$ cat config.mk
export PLATFORM = sky130hd
export DESIGN_NAME = sa_startup
export DESIGN_NICKNAME = d
export VERILOG_FILES = /design/src/sa_pkg.sv /design/src/sa_addr_calc.sv /design/src/sa_startup.sv
export SDC_FILE = /design/constraint.sdc
export NUM_CORES = 2
export LEC_CHECK = 0
export BUFFER_PORTS_ARGS = -buffer_cell sky130_fd_sc_hd__buf_2
export CAP_MARGIN = 5
export CORE_ASPECT_RATIO = 1.75
export CORE_UTILIZATION = 40
export DETAILED_ROUTE_END_ITERATION = 16
export PLACE_DENSITY = 0.65
export SLEW_MARGIN = 20
export SYNTH_ARGS = -nofsm -noshare
export SYNTH_HDL_FRONTEND = slang
export SYNTH_SLANG_ARGS = --single-unit
$ cat constraint.sdc
create_clock -name ref_clk -period 4.5 [get_ports ref_clk]
set_input_delay 0 -clock ref_clk [delete_from_list [all_inputs] [get_ports ref_clk]]
set_output_delay 0 -clock ref_clk [all_outputs]
set_load 0.02 [all_outputs]
$ cat src/sa_pkg.sv
// Constants for the start-up sequencer and slot address allocator.
// Assumes a single 10 MHz clock; timing counts derive from it here.
// Function
// - At power-up enter the operating state the mode lever selects.
// - Factory-reset with no program: stop-to-run gives run without program.
// - Valid retained configuration: run with the retained program.
// - Battery recharges from internal supply; memory retained up to 30 days.
// - Lost retained memory forces an overall reset at power-up.
// - After that reset, load program and data from a present memory card.
// - Without card, load stored protected blocks if any exist.
// - After empty-battery reset, run only if lever says run and handler exists.
// - Log the automatic overall reset in the diagnostic event buffer.
// - Empty battery at power-up raises the battery fault flag.
// - Clear battery fault only after 30 s powered with full battery.
// - Shorter power-on intervals keep the flag and repeat the overall reset.
// - Digital modules get addresses from zero, ascending with slot.
// - Without configuration analog modules sit at even addresses from 256.
// - Addresses up to 127 are mirrored in input and output images.
// - Images refresh automatically at each program cycle end.
// - At most 31 modules total and 8 per row.
// - Modules reachable by direct byte access or through the images.
// - Automatic addressing without configuration; configured addresses win.
// - Digital modules take 4 bytes, analog, function, communication 16.
// - Digital start address is 4 times slot minus 4.
// - Other start address is 16 times slot minus 4, plus 256.
package sa_pkg;
  localparam int unsigned CLK_HZ          = 10000000;
  localparam int unsigned BAT_CLEAR_SEC   = 30;
  localparam int unsigned BAT_CLEAR_CYC   = BAT_CLEAR_SEC * CLK_HZ;
  localparam int unsigned RETAIN_DAYS     = 30;
  localparam int unsigned MAX_MODULES     = 31;
  localparam int unsigned MAX_PER_ROW     = 8;
  localparam int unsigned FIRST_AUTO_SLOT = 4;
  localparam int unsigned DIG_BYTES       = 4;
  localparam int unsigned ANA_BYTES       = 16;
  localparam logic [15:0] ANA_BASE        = 16'h0100;
  localparam logic [15:0] DIG_BASE        = 16'h0000;
  localparam logic [7:0]  IMAGE_LAST      = 8'h7f;
  localparam int unsigned IMAGE_BYTES     = 128;
  localparam int unsigned SLOT_W          = 6;
  localparam int unsigned ADDR_W          = 16;
  // Module kind codes reported by a slot.
  localparam logic [1:0]  KIND_EMPTY      = 2'h0;
  localparam logic [1:0]  KIND_DIGITAL    = 2'h1;
  localparam logic [1:0]  KIND_OTHER      = 2'h2;
  // Diagnostic event code for an automatic overall reset.
  localparam logic [7:0]  EVT_AUTO_RESET  = 8'h01;
  localparam logic [7:0]  EVT_NONE        = 8'h00;

  typedef enum logic [8:0] {
    SA_CHECK  = 9'h001,
    SA_WIPE   = 9'h002,
    SA_LOAD   = 9'h004,
    SA_DECIDE = 9'h008,
    SA_STOP   = 9'h010,
    SA_RUN    = 9'h020,
    SA_WRITE  = 9'h040,
    SA_READ   = 9'h080,
    SA_IDLE   = 9'h100
  } sa_state_t;

  typedef enum logic [1:0] {
    SA_SRC_NONE = 2'h0,
    SA_SRC_CARD = 2'h1,
    SA_SRC_PROT = 2'h2
  } sa_src_t;
endpackage : sa_pkg

$ cat src/sa_addr_calc.sv
// Start address calculator for one backplane slot.
// Assumes slot number and kind are stable inputs from the slot scanner.
`timescale 1ns/1ps
`default_nettype none
module sa_addr_calc (
  input  wire logic [5:0]  slot,
  input  wire logic [1:0]  kind,
  input  wire logic        cfg_valid,
  input  wire logic [15:0] cfg_addr,
  output logic [15:0]      start_addr,
  output logic             addr_valid
);
  logic [15:0] rel;

  // Configured addresses override the formula; without configuration low slots stay unaddressed.
  always_comb begin
    rel        = 16'(slot) - 16'(sa_pkg::FIRST_AUTO_SLOT);
    start_addr = 16'h0000;
    addr_valid = 1'b0;
    if (cfg_valid && kind != sa_pkg::KIND_EMPTY) begin
      start_addr = cfg_addr;
      addr_valid = 1'b1;
    end else if (slot >= 6'(sa_pkg::FIRST_AUTO_SLOT)) begin
      if (kind == sa_pkg::KIND_DIGITAL) begin
        start_addr = sa_pkg::DIG_BASE + 16'(rel * 16'(sa_pkg::DIG_BYTES));
        addr_valid = 1'b1;
      end else if (kind == sa_pkg::KIND_OTHER) begin
        start_addr = sa_pkg::ANA_BASE + 16'(rel * 16'(sa_pkg::ANA_BYTES));
        addr_valid = 1'b1;
      end
    end
  end
endmodule : sa_addr_calc
`default_nettype wire

$ cat src/sa_startup.sv
// Start-up sequencer, slot address allocator and process image handler.
// Assumes pins for lever, battery, card and config valid are asynchronous and are synchronised here; slot kind and configured address are used directly.
`timescale 1ns/1ps
`default_nettype none
module sa_startup #(
  parameter int unsigned BAT_CLEAR_CYCLES = sa_pkg::BAT_CLEAR_CYC
) (
  input  wire logic        ref_clk,
  input  wire logic        rst,
  input  wire logic        lever_run,
  input  wire logic        retained_valid,
  input  wire logic        program_present,
  input  wire logic        battery_full,
  input  wire logic        card_present,
  input  wire logic        protected_present,
  input  wire logic        fault_handler_present,
  input  wire logic        hw_config_valid,
  input  wire logic        load_done,
  input  wire logic        cycle_end,
  input  wire logic [1:0]  scan_kind,
  input  wire logic [15:0] scan_cfg_addr,
  input  wire logic        bus_wr,
  input  wire logic        bus_rd,
  input  wire logic        bus_via_image,
  input  wire logic [15:0] bus_addr,
  input  wire logic [7:0]  bus_wdata,
  input  wire logic [7:0]  mod_rdata,
  output logic [5:0]       scan_slot,
  output logic [15:0]      slot_addr,
  output logic             slot_addr_valid,
  output logic             slot_count_error,
  output logic             run_mode,
  output logic             program_exec,
  output logic             overall_reset,
  output logic [1:0]       load_source,
  output logic             battery_fault_flag,
  output logic             battery_charge_en,
  output logic             diag_event_valid,
  output logic [7:0]       diag_event_code,
  output logic             mod_wr,
  output logic             mod_rd,
  output logic [15:0]      mod_addr,
  output logic [7:0]       mod_wdata,
  output logic [7:0]       bus_rdata
);
  typedef struct packed {
    logic [9:0]         sync1;
    logic [9:0]         sync2;
    sa_pkg::sa_state_t  st;
    logic [31:0]        on_cnt;
    logic               bat_flag;
    logic               run;
    logic               exec;
    logic               wipe;
    logic [1:0]         src;
    logic               evt;
    logic [7:0]         evt_code;
    logic [5:0]         slot;
    logic [15:0]        saddr;
    logic               svalid;
    logic [5:0]         nmod;
    logic [3:0]         nrow;
    logic               cnt_err;
    logic [6:0]         img_idx;
    logic               mwr;
    logic               mrd;
    logic [15:0]        maddr;
    logic [7:0]         mwdata;
    logic [7:0]         rdata;
    logic               lever_q;
  } sa_regs_t;

  sa_regs_t    st_r;
  sa_regs_t    st_nxt;
  logic [7:0]  in_image  [0:sa_pkg::IMAGE_BYTES-1];
  logic [7:0]  out_image [0:sa_pkg::IMAGE_BYTES-1];
  logic [15:0] calc_addr;
  logic        calc_valid;
  logic        s_lever;
  logic        s_retain;
  logic        s_prog;
  logic        s_batfull;
  logic        s_card;
  logic        s_prot;
  logic        s_handler;
  logic        s_cfg;
  logic        s_load_done;
  logic        s_cycle_end;
  logic        img_hit;

  assign s_lever     = st_r.sync2[0];
  assign s_retain    = st_r.sync2[1];
  assign s_prog      = st_r.sync2[2];
  assign s_batfull   = st_r.sync2[3];
  assign s_card      = st_r.sync2[4];
  assign s_prot      = st_r.sync2[5];
  assign s_handler   = st_r.sync2[6];
  assign s_cfg       = st_r.sync2[7];
  assign s_load_done = st_r.sync2[8];
  assign s_cycle_end = st_r.sync2[9];
  assign img_hit     = bus_addr <= 16'(sa_pkg::IMAGE_LAST);

  // Per-slot address arithmetic lives in its own small module.
  sa_addr_calc u_calc (
    .slot       (st_r.slot),
    .kind       (scan_kind),
    .cfg_valid  (s_cfg),
    .cfg_addr   (scan_cfg_addr),
    .start_addr (calc_addr),
    .addr_valid (calc_valid)
  );

  // Next-state logic for the whole state register.
  always_comb begin
    st_nxt        = st_r;
    st_nxt.sync1  = {cycle_end, load_done, hw_config_valid, fault_handler_present,
                     protected_present, card_present, battery_full, program_present,
                     retained_valid, lever_run};
    st_nxt.sync2  = st_r.sync1;
    st_nxt.evt    = 1'b0;
    st_nxt.mwr    = 1'b0;
    st_nxt.mrd    = 1'b0;
    st_nxt.svalid = 1'b0; // A stale valid after the scan would mislabel the wrapped slot number.
    st_nxt.lever_q = s_lever;
    // Powered-time counter; saturates so the flag logic never wraps.
    if (st_r.on_cnt < BAT_CLEAR_CYCLES) begin
      st_nxt.on_cnt = st_r.on_cnt + 32'h1;
    end
    // The fault clears only after a long enough powered interval on a full battery.
    if (st_r.bat_flag && s_batfull && st_r.on_cnt >= BAT_CLEAR_CYCLES) begin
      st_nxt.bat_flag = 1'b0;
    end
    case (st_r.st)
      sa_pkg::SA_CHECK: begin
        // Wait one pass so the synchronisers hold real pin values.
        if (st_r.on_cnt >= 32'h3) begin
          if (!s_retain) begin
            st_nxt.bat_flag = 1'b1;
            st_nxt.wipe     = 1'b1;
            st_nxt.evt      = 1'b1;
            st_nxt.evt_code = sa_pkg::EVT_AUTO_RESET;
            st_nxt.st       = sa_pkg::SA_WIPE;
          end else begin
            st_nxt.st = sa_pkg::SA_DECIDE;
          end
        end
      end
      sa_pkg::SA_WIPE: begin
        st_nxt.wipe = 1'b0;
        if (s_card) begin
          st_nxt.src = 2'(sa_pkg::SA_SRC_CARD);
          st_nxt.st  = sa_pkg::SA_LOAD;
        end else if (s_prot) begin
          st_nxt.src = 2'(sa_pkg::SA_SRC_PROT);
          st_nxt.st  = sa_pkg::SA_LOAD;
        end else begin
          st_nxt.st = sa_pkg::SA_DECIDE;
        end
      end
      sa_pkg::SA_LOAD: begin
        if (s_load_done) begin
          st_nxt.src = 2'(sa_pkg::SA_SRC_NONE);
          st_nxt.st  = sa_pkg::SA_DECIDE;
        end
      end
      sa_pkg::SA_DECIDE: begin
        // Scan all 64 slots; after the last one the lever, battery flag and fault handler decide the mode.
        st_nxt.svalid = calc_valid;
        st_nxt.saddr  = calc_addr;
        if (scan_kind != sa_pkg::KIND_EMPTY && st_r.slot >= 6'(sa_pkg::FIRST_AUTO_SLOT)) begin
          st_nxt.nmod = st_r.nmod + 6'h1;
          st_nxt.nrow = st_r.nrow + 4'h1;
          if (st_r.nmod >= 6'(sa_pkg::MAX_MODULES) || st_r.nrow >= 4'(sa_pkg::MAX_PER_ROW)) begin
            st_nxt.cnt_err = 1'b1;
          end
        end
        if (st_r.slot[2:0] == 3'h7) begin
          st_nxt.nrow = 4'h0;
        end
        st_nxt.slot = st_r.slot + 6'h1;
        if (st_r.slot == 6'h3f) begin
          if (s_lever && (!st_r.bat_flag || s_handler)) begin
            st_nxt.run  = 1'b1;
            st_nxt.exec = s_prog;
            st_nxt.st   = sa_pkg::SA_RUN;
          end else begin
            st_nxt.st = sa_pkg::SA_STOP;
          end
        end
      end
      sa_pkg::SA_STOP: begin
        st_nxt.run  = 1'b0;
        st_nxt.exec = 1'b0;
        if (s_lever && !st_r.lever_q && (!st_r.bat_flag || s_handler)) begin
          st_nxt.run  = 1'b1;
          st_nxt.exec = s_prog;
          st_nxt.st   = sa_pkg::SA_RUN;
        end
      end
      sa_pkg::SA_RUN: begin
        if (!s_lever) begin
          st_nxt.st = sa_pkg::SA_STOP;
        end else if (s_cycle_end) begin
          st_nxt.img_idx = 7'h00;
          st_nxt.st      = sa_pkg::SA_WRITE;
        end else if (bus_wr) begin
          st_nxt.maddr  = bus_addr;
          st_nxt.mwdata = bus_wdata;
          st_nxt.mwr    = !(bus_via_image && img_hit);
        end else if (bus_rd) begin
          st_nxt.maddr = bus_addr;
          st_nxt.mrd   = !(bus_via_image && img_hit);
          st_nxt.rdata = (bus_via_image && img_hit) ? in_image[bus_addr[6:0]] : st_r.rdata;
        end
      end
      sa_pkg::SA_WRITE: begin
        // Flush the output image first so inputs reflect the new outputs.
        st_nxt.mwr     = 1'b1;
        st_nxt.maddr   = 16'(st_r.img_idx);
        st_nxt.mwdata  = out_image[st_r.img_idx];
        st_nxt.img_idx = st_r.img_idx + 7'h1;
        if (st_r.img_idx == sa_pkg::IMAGE_LAST[6:0]) begin
          st_nxt.st = sa_pkg::SA_READ;
        end
      end
      sa_pkg::SA_READ: begin
        st_nxt.mrd     = 1'b1;
        st_nxt.maddr   = 16'(st_r.img_idx);
        st_nxt.img_idx = st_r.img_idx + 7'h1;
        if (st_r.img_idx == sa_pkg::IMAGE_LAST[6:0]) begin
          st_nxt.st = sa_pkg::SA_IDLE;
        end
      end
      sa_pkg::SA_IDLE: begin
        st_nxt.st = sa_pkg::SA_RUN;
      end
      default: begin
        st_nxt.st = sa_pkg::SA_CHECK;
      end
    endcase
    // Direct read data returns when the module answers.
    if (st_r.mrd && st_r.st == sa_pkg::SA_RUN) begin
      st_nxt.rdata = mod_rdata;
    end
  end

  // State register; reset puts every field at a constant.
  always_ff @(posedge ref_clk or posedge rst) begin
    if (rst) begin
      st_r    <= '0;
      st_r.st <= sa_pkg::SA_CHECK;
    end else begin
      st_r <= st_nxt;
    end
  end

  // Image memories; the input image samples one cycle behind each refresh read strobe, not behind direct reads.
  always_ff @(posedge ref_clk) begin
    if (st_r.st == sa_pkg::SA_RUN && bus_wr && bus_via_image && img_hit && s_lever && !s_cycle_end) begin
      out_image[bus_addr[6:0]] <= bus_wdata;
    end
    if (st_r.mrd && st_r.st != sa_pkg::SA_RUN && st_r.maddr <= 16'(sa_pkg::IMAGE_LAST)) begin
      in_image[st_r.maddr[6:0]] <= mod_rdata;
    end
  end

  assign scan_slot          = st_r.slot;
  assign slot_addr          = st_r.saddr;
  assign slot_addr_valid    = st_r.svalid;
  assign slot_count_error   = st_r.cnt_err;
  assign run_mode           = st_r.run;
  assign program_exec       = st_r.exec;
  assign overall_reset      = st_r.wipe;
  assign load_source        = st_r.src;
  assign battery_fault_flag = st_r.bat_flag;
  // Charging runs whenever powered; retention length is the battery's, not ours.
  assign battery_charge_en  = 1'b1;
  assign diag_event_valid   = st_r.evt;
  assign diag_event_code    = st_r.evt_code;
  assign mod_wr             = st_r.mwr;
  assign mod_rd             = st_r.mrd;
  assign mod_addr           = st_r.maddr;
  assign mod_wdata          = st_r.mwdata;
  assign bus_rdata          = st_r.rdata;
endmodule : sa_startup
`default_nettype wire

Word-level counts from Yosys, hierarchy flattened
Memory sizes are Yosys's and may differ from the RTL's.
Cells that the tools add are included.
Widths: inputs -> output; s select.
{"block": "totals", "inputBits": 65, "ramBits": 2048, "word_cells": 185, "regBits": 145, "memories": 2}
{"block": "classes", "order_cmp": 8, "eq_ne": 32, "n_mux": 65, "n_reduce_logical": 46, "add_sub_neg": 7, "bitwise_logic": 1}
{"memory": "in_image", "words": 128, "word_bits": 8, "rd": 1, "rd_clocked_by_memory_dff": 0, "wr": 1, "line": "sa_startup.sv:75", "text": "logic [7:0] in_image [0:sa_pkg::IMAGE_BYTES-1];"}
{"memory": "out_image", "words": 128, "word_bits": 8, "rd": 1, "rd_clocked_by_memory_dff": 0, "wr": 1, "line": "sa_startup.sv:76", "text": "logic [7:0] out_image [0:sa_pkg::IMAGE_BYTES-1];"}
{"cell": "$mux 9", "count": 12}
{"cell": "$pmux 9 s9", "count": 1}
{"cell": "$mux 16", "count": 5}
{"cell": "$mux 8", "count": 6}
{"cell": "$mux 41", "count": 1}
{"cell": "$mux 34", "count": 1}
{"cell": "$add 32x1->32 const B", "count": 1}
{"cell": "$ge 32x2->1 const B", "count": 1}
{"cell": "$ge 32x29->1 const B", "count": 1}
{"cell": "$le 16x7->1 const B", "count": 2}
{"cell": "$lt 32x29->1 const B", "count": 1}
{"cell": "$pmux 16 s2", "count": 1}
{"cell": "$ne 2x2->1 const B", "count": 12}
{"cell": "$reduce_bool 2->1", "count": 11}
{"cell": "$reduce_and 3->1", "count": 6}
{"cell": "$mux 1", "count": 17}
{"cell": "$mux 17", "count": 1}
{"cell": "$add 9x16->16 const A", "count": 1}
{"cell": "$logic_and 1x1->1", "count": 16}
{"cell": "$pmux 8 s2", "count": 1}
{"cell": "$pmux 7 s2", "count": 1}
{"cell": "$add 6x1->6 const B", "count": 2}
{"cell": "$mux 12", "count": 1}
{"cell": "$mux 2", "count": 6}
{"cell": "37 further kinds", "count": 51}

Depth between registers and ports, before layout
{"block": "depth", "word_depth": 9, "mapped_depth": 13}

By module
From an unflattened synthesis, not the netlist that was laid out.
{"block": "hier_totals", "hier_cells": 4893, "hier_area_um2": 86496.7}
{"mod": "sa_startup", "area_each_um2": 85995.0, "cells_per_inst": 4814, "n_inst": 1}
{"mod": "sa_addr_calc", "area_each_um2": 501.7, "cells_per_inst": 79, "n_inst": 1}

Worst setup path before layout
OpenSTA, ideal clock, no wires.
{"block": "synth_path", "kind": "reg-to-reg", "from": "register st_r[123] (netlist bit)", "to": "memory out_image[106][0] (enable)", "path_stages_with_launch": 10, "n_path_buf": 3, "period_less_slack_ns": 3.104, "setup_slack_ns": 1.396, "t_arrival_ns": 2.721, "setup_ns": 0.383, "cell_sequence": "dfstp_2 -> buf_6 -> or3_4 -> buf_6 -> or4_4 -> nor2_2 -> and3_2 -> buf_12 -> nand2_4 -> nor3_1"}
{"block": "synth_between", "elab_chain_len": 8}
{"element": "from (decl)", "line": "sa_startup.sv:73", "text": "sa_regs_t st_r;"}
{"element": "from (signal assigned)", "line": "sa_startup.sv:253", "text": "st_r <= st_nxt;"}
{"element": "$eq 9x6->1", "line": "sa_startup.sv:259", "text": "if (st_r.st == sa_pkg::SA_RUN && bus_wr && bus_via_image && img_hit && s_lever && !s_cycle_end) begin"}
{"element": "$logic_and 1x1->1 (5 in a row)", "line": "sa_startup.sv:259"}
{"element": "$mux 1", "line": "sa_startup.sv:259"}
{"element": "$mux 1 (not written as such)", "line": "sa_startup.sv:260", "text": "out_image[bus_addr[6:0]] <= bus_wdata;"}
{"element": "to (decl)", "line": "sa_startup.sv:76"}
Every way passes these cells.

Final worst setup path
{"block": "layout_path", "from": "register st_r[130] (netlist bit)", "to": "memory out_image[48][6] (enable)"}
Same word-level chain as after synthesis.

==> summary.txt <==
Drt
  – DRT Pass-1 Iters: 8
  – DRT antenna net count: 0
  – Starting DRT DRC Count: 5271
  – Via count: approximately 50000
  – DRT Wirelength: 266800 microns
  – # DRC: 0
  – Via density: 5.980
  – Wire length per cell: 32.05 microns

Power and ir drop
  – Power Total: 43.39 mW
  – Peak VDD IR: 0.4164 mV
  – Leakage power: 32.03 nW
  – Clock Power Share: 37.8%
  – Pwr per Cell Area: 437.0 nW/um^2
  – Psw: 10.24 mW
  – Sequential group share of total power: a little over half
  – Sw Share: 23.60%
  – Cell-internal power: 33.15 mW
  – Comb power frac: 9.7%

Global route
  – GRT Util Overall: 24.04%
  – Largest net degree at the start of global routing: 90
  – First-pass GRT wire length: 374600 microns
  – Vias in the first global route: 50680
  – Grt ovf: 0
  – Initial antenna violation count: 16

CTS
  – CTS sink count: 2193
  – CTS resizes: 0
  – CTS tree: done
  – CTS Buf Count: 190
  – Clock-pin slew on the worst setup and hold paths: 0.07 ns
  – Clk root buf: clkbuf_16
  – CTS max path bufs: 4
  – H-tree levels: 4
  – Post-CTS Setup Bufs: 0
  – Clock Latency Late Sink: 0.86 ns

Setup path
  – Crit-path max cell delay: 0.70 ns
  – Critical path class: reg -> reg
  – R2r startpoint: st_r[130]$_DFFE_PP0P_
  – Worst-path cell with the longest stage delay: nor2_1
  – CP bufs+invs: 0
  – Crit path max-delay family: simple AND/OR/NAND/NOR gates
  – RR Endpoint: out_image[48][6]$_DFFE_PP_
  – R2R Setup Slk: about 0.65 ns
  – Worst Path Required: 4.97 ns
  – Crit Path Max Fanout: 13
  – Crit path capture type: flip-flop
  – Reg2reg path depth: 6
  – Critical path arrival: 4.32 ns
  – Critical Path Start Type: flip-flop
  – Worst-path cell chain: or3_1 -> or4_4 -> nor2_2 -> and3_2 -> nand2_4 -> nor2_1

Yosys
  – Top cell type by total area after synthesis: edfxtp_1
  – Asr flop ratio synth: 6.612%
  – Synth Register Bits: approximately 2200
  – EDFF count, synth: 2048
  – Synth top area share: 70.69%
  – Synthesized area: 86990 sq um
  – Synth area leaders: edfxtp_1 71%, mux4_2 6.6%, dfrtp_1 4.1%, mux2i_1 2.2%, nor2_1 1.6%
  – Register area share after synthesis: approximately 75%
  – Post-synthesis cell count: 4911
  – Syn_area_per_cell: 17.71 sq um
  – Ys flop type: edfxtp_1
  – Synth cell types: 92
  – Synthesis Warnings: 0

Floorplanning
  – Total core area: 216300 sq um
  – DIE AREA: 219400 sq um
  – Initial cell density of the core: 40.22%
  – I/O pin count: 139
  – Die Wd: about 350 microns
  – Row cnt: ~230
  – Die Span Y: between 600 and 700 microns

Cells and area
  – Nets: 5409
  – Area grow syn2layout: 14.11%
  – Layout cells sized above 1: 21.74%
  – Final core occ: 45.89%

Min path
  – HP Class: in -> reg
  – Hold_sp: bus_addr[2]
  – Worst hold stages: 4
  – Hold endpoint: mod_addr[2]$_DFFE_PP0P_

Timing
  – Final setup violation count: 0
  – Max Clock Skew: between 0.05 and 0.06 ns
  – Worst-margin pin slew: 1.269 ns
  – Max_slew headroom: 14.48%
  – Max Clk Rate: 259.4 MHz
  – RSZ-0062 raised after global routing: no
  – Minimum clock period: 3.855 ns
  – Ratio of final minimum period to clock period: 85.66%
  – Setup total negative slack: 0 ns
  – Max-slew violations: 0
  – Final Hold Viols: 0

Placement
  – HPWL after DPL: 178300 microns
  – PortBufs: 130
  – Final GP Congestion: 0.9629

Job
  – Max_cap viols: 0

Outcome
  – Outcome: finished clean
logic make-up after synthesis:
family                     Yosys count  share of synthesized area (%)
and+or+nand+nor                    880                          4.952
AOI/OAI and AO/OA                  824                          6.744
xor gates and xnor gates            46                         0.4631
DFF                               2193                          74.87
other                                2                       0.008633
buffers and inverters              400                          2.587
adders and majority gates           18                         0.2589
muxes                              548                          10.12
sequential cells by signal, indices dropped and copies added (netlist names), 2 cells and up:
name	count
mod_addr	16
scan_slot	6
mod_wdata	8
st_nxt	10
load_source	2
bus_rdata	8
out_image	1024
in_image	1024
st_r	59
slot_addr	16
synthesized netlist by cell type, drive strengths merged, types with 19 or more instances:
| cell | instances |
|---|---|
| a221oi | 106 |
| nor3 | 27 |
| mux2i | 190 |
| inv | 34 |
| nor4 | 21 |
| edfxtp | 2048 |
| o221ai | 19 |
| o211ai | 25 |
| nand4 | 24 |
| dfrtp | 144 |
| a22oi | 176 |
| mux2 | 103 |
| clkbuf | 107 |
| xnor2 | 35 |
| a21oi | 129 |
| nor2 | 373 |
| a31oi | 28 |
| mux4 | 255 |
| buf | 259 |
| nand3 | 47 |
| o22ai | 40 |
| o21ai | 118 |
| a22o | 41 |
| nor2b | 32 |
| and3 | 21 |
| nand2 | 210 |
layer usage:
layer	routed length [microns]	GRT usage, %
met1	84830	25.28
met2	137900	42.63
met3	20010	4.082
met4	23980	18.51
met5	85	0
final cells by class:
class / instances / area [sq um]
inverters: 34 / 132.6
multi-input cells: 2324 / 19720
repair buffers: 583 / 4632
diodes: 6 / 15.01
fillers: 18240 / 117000
clock inverters: 100 / 1092
clock buffers: 235 / 4970
flip-flops and latches: 2193 / 65140
well taps: 2850 / 3566
stage by stage:
stage | cell area [sq um] | std cells | hold WS [ns] | setup WS (ns)
after CTS | 99250 | 8319 | 0.002168 | 0.7134
final | 99270 | 8325 | 0.05358 | 0.6453
after detailed placement | 92170 | 7882 | 0.1104 | 0.6747
after floorplan | 87020 | 4917 | 0.03143 | 0.6070
after global placement | 92160 | 7882 | 0.1101 | 0.7516
after global routing | 99260 | 8320 | 0.06902 | 0.6069
worst register-to-register path, stage by stage, from the launching register on:
cell	delay [ns]
dfrtp_1	0.45
or3_1	0.50
or4_4	0.51
nor2_2	0.21
and3_2	0.63
nand2_4	0.46
nor2_1	0.71
how the worst max path moves through the flow:
stage          cells after the start                           end             startpoint
2_1_floorplan                      1  battery_fault_flag$_DFF_PP0_                    rst
3_3_place_gp                       6    out_image[48][0]$_DFFE_PP_  st_r[126]$_DFFE_PP0P_
3_5_place_dp                       6   out_image[112][6]$_DFFE_PP_  st_r[124]$_DFFE_PP0P_
4_1_cts                            6    out_image[48][6]$_DFFE_PP_  st_r[130]$_DFFE_PP0P_
5_1_grt                            6    out_image[24][3]$_DFFE_PP_  st_r[130]$_DFFE_PP0P_
6_report                           6    out_image[48][6]$_DFFE_PP_  st_r[130]$_DFFE_PP0P_
power by group through the flow:
stage / combinational, mW / sequential, mW / clock (mW)
6_report: 4.20 / 22.8 / 16.4
5_1_grt: 4.40 / 22.8 / 17.2
4_1_cts: 4.17 / 22.8 / 16.5
3_5_place_dp: 4.04 / 23.2 / 0
3_3_place_gp: 4.00 / 23.2 / 0
2_1_floorplan: 2.67 / 23.1 / 0
placed cells by master, fill, tap and decap left out, drive strengths merged, types with 19 or more instances in the layout:
cell type,instances
mux2,103
o221ai,19
mux4,255
o21ai,118
a221oi,106
bufinv,21
a21oi,129
nor3,27
buf,481
a31oi,28
nor2,373
o22ai,40
nor4,21
edfxtp,2048
and3,21
a22oi,176
mux2i,190
xnor2,35
nor2b,32
clkinv,62
nand4,24
a22o,41
o211ai,25
nand3,47
nand2,210
clkbuf,235
dfrtp,144
dlygate4sd3,102
inv,42
what timing repair did:
item / CTS / global route
endpoints found under the hold margin: 1094 / 0
endpoints found under the setup margin: 0 / 0
hold buffers: 102 / 0
Power figures use the tool's default switching activity.
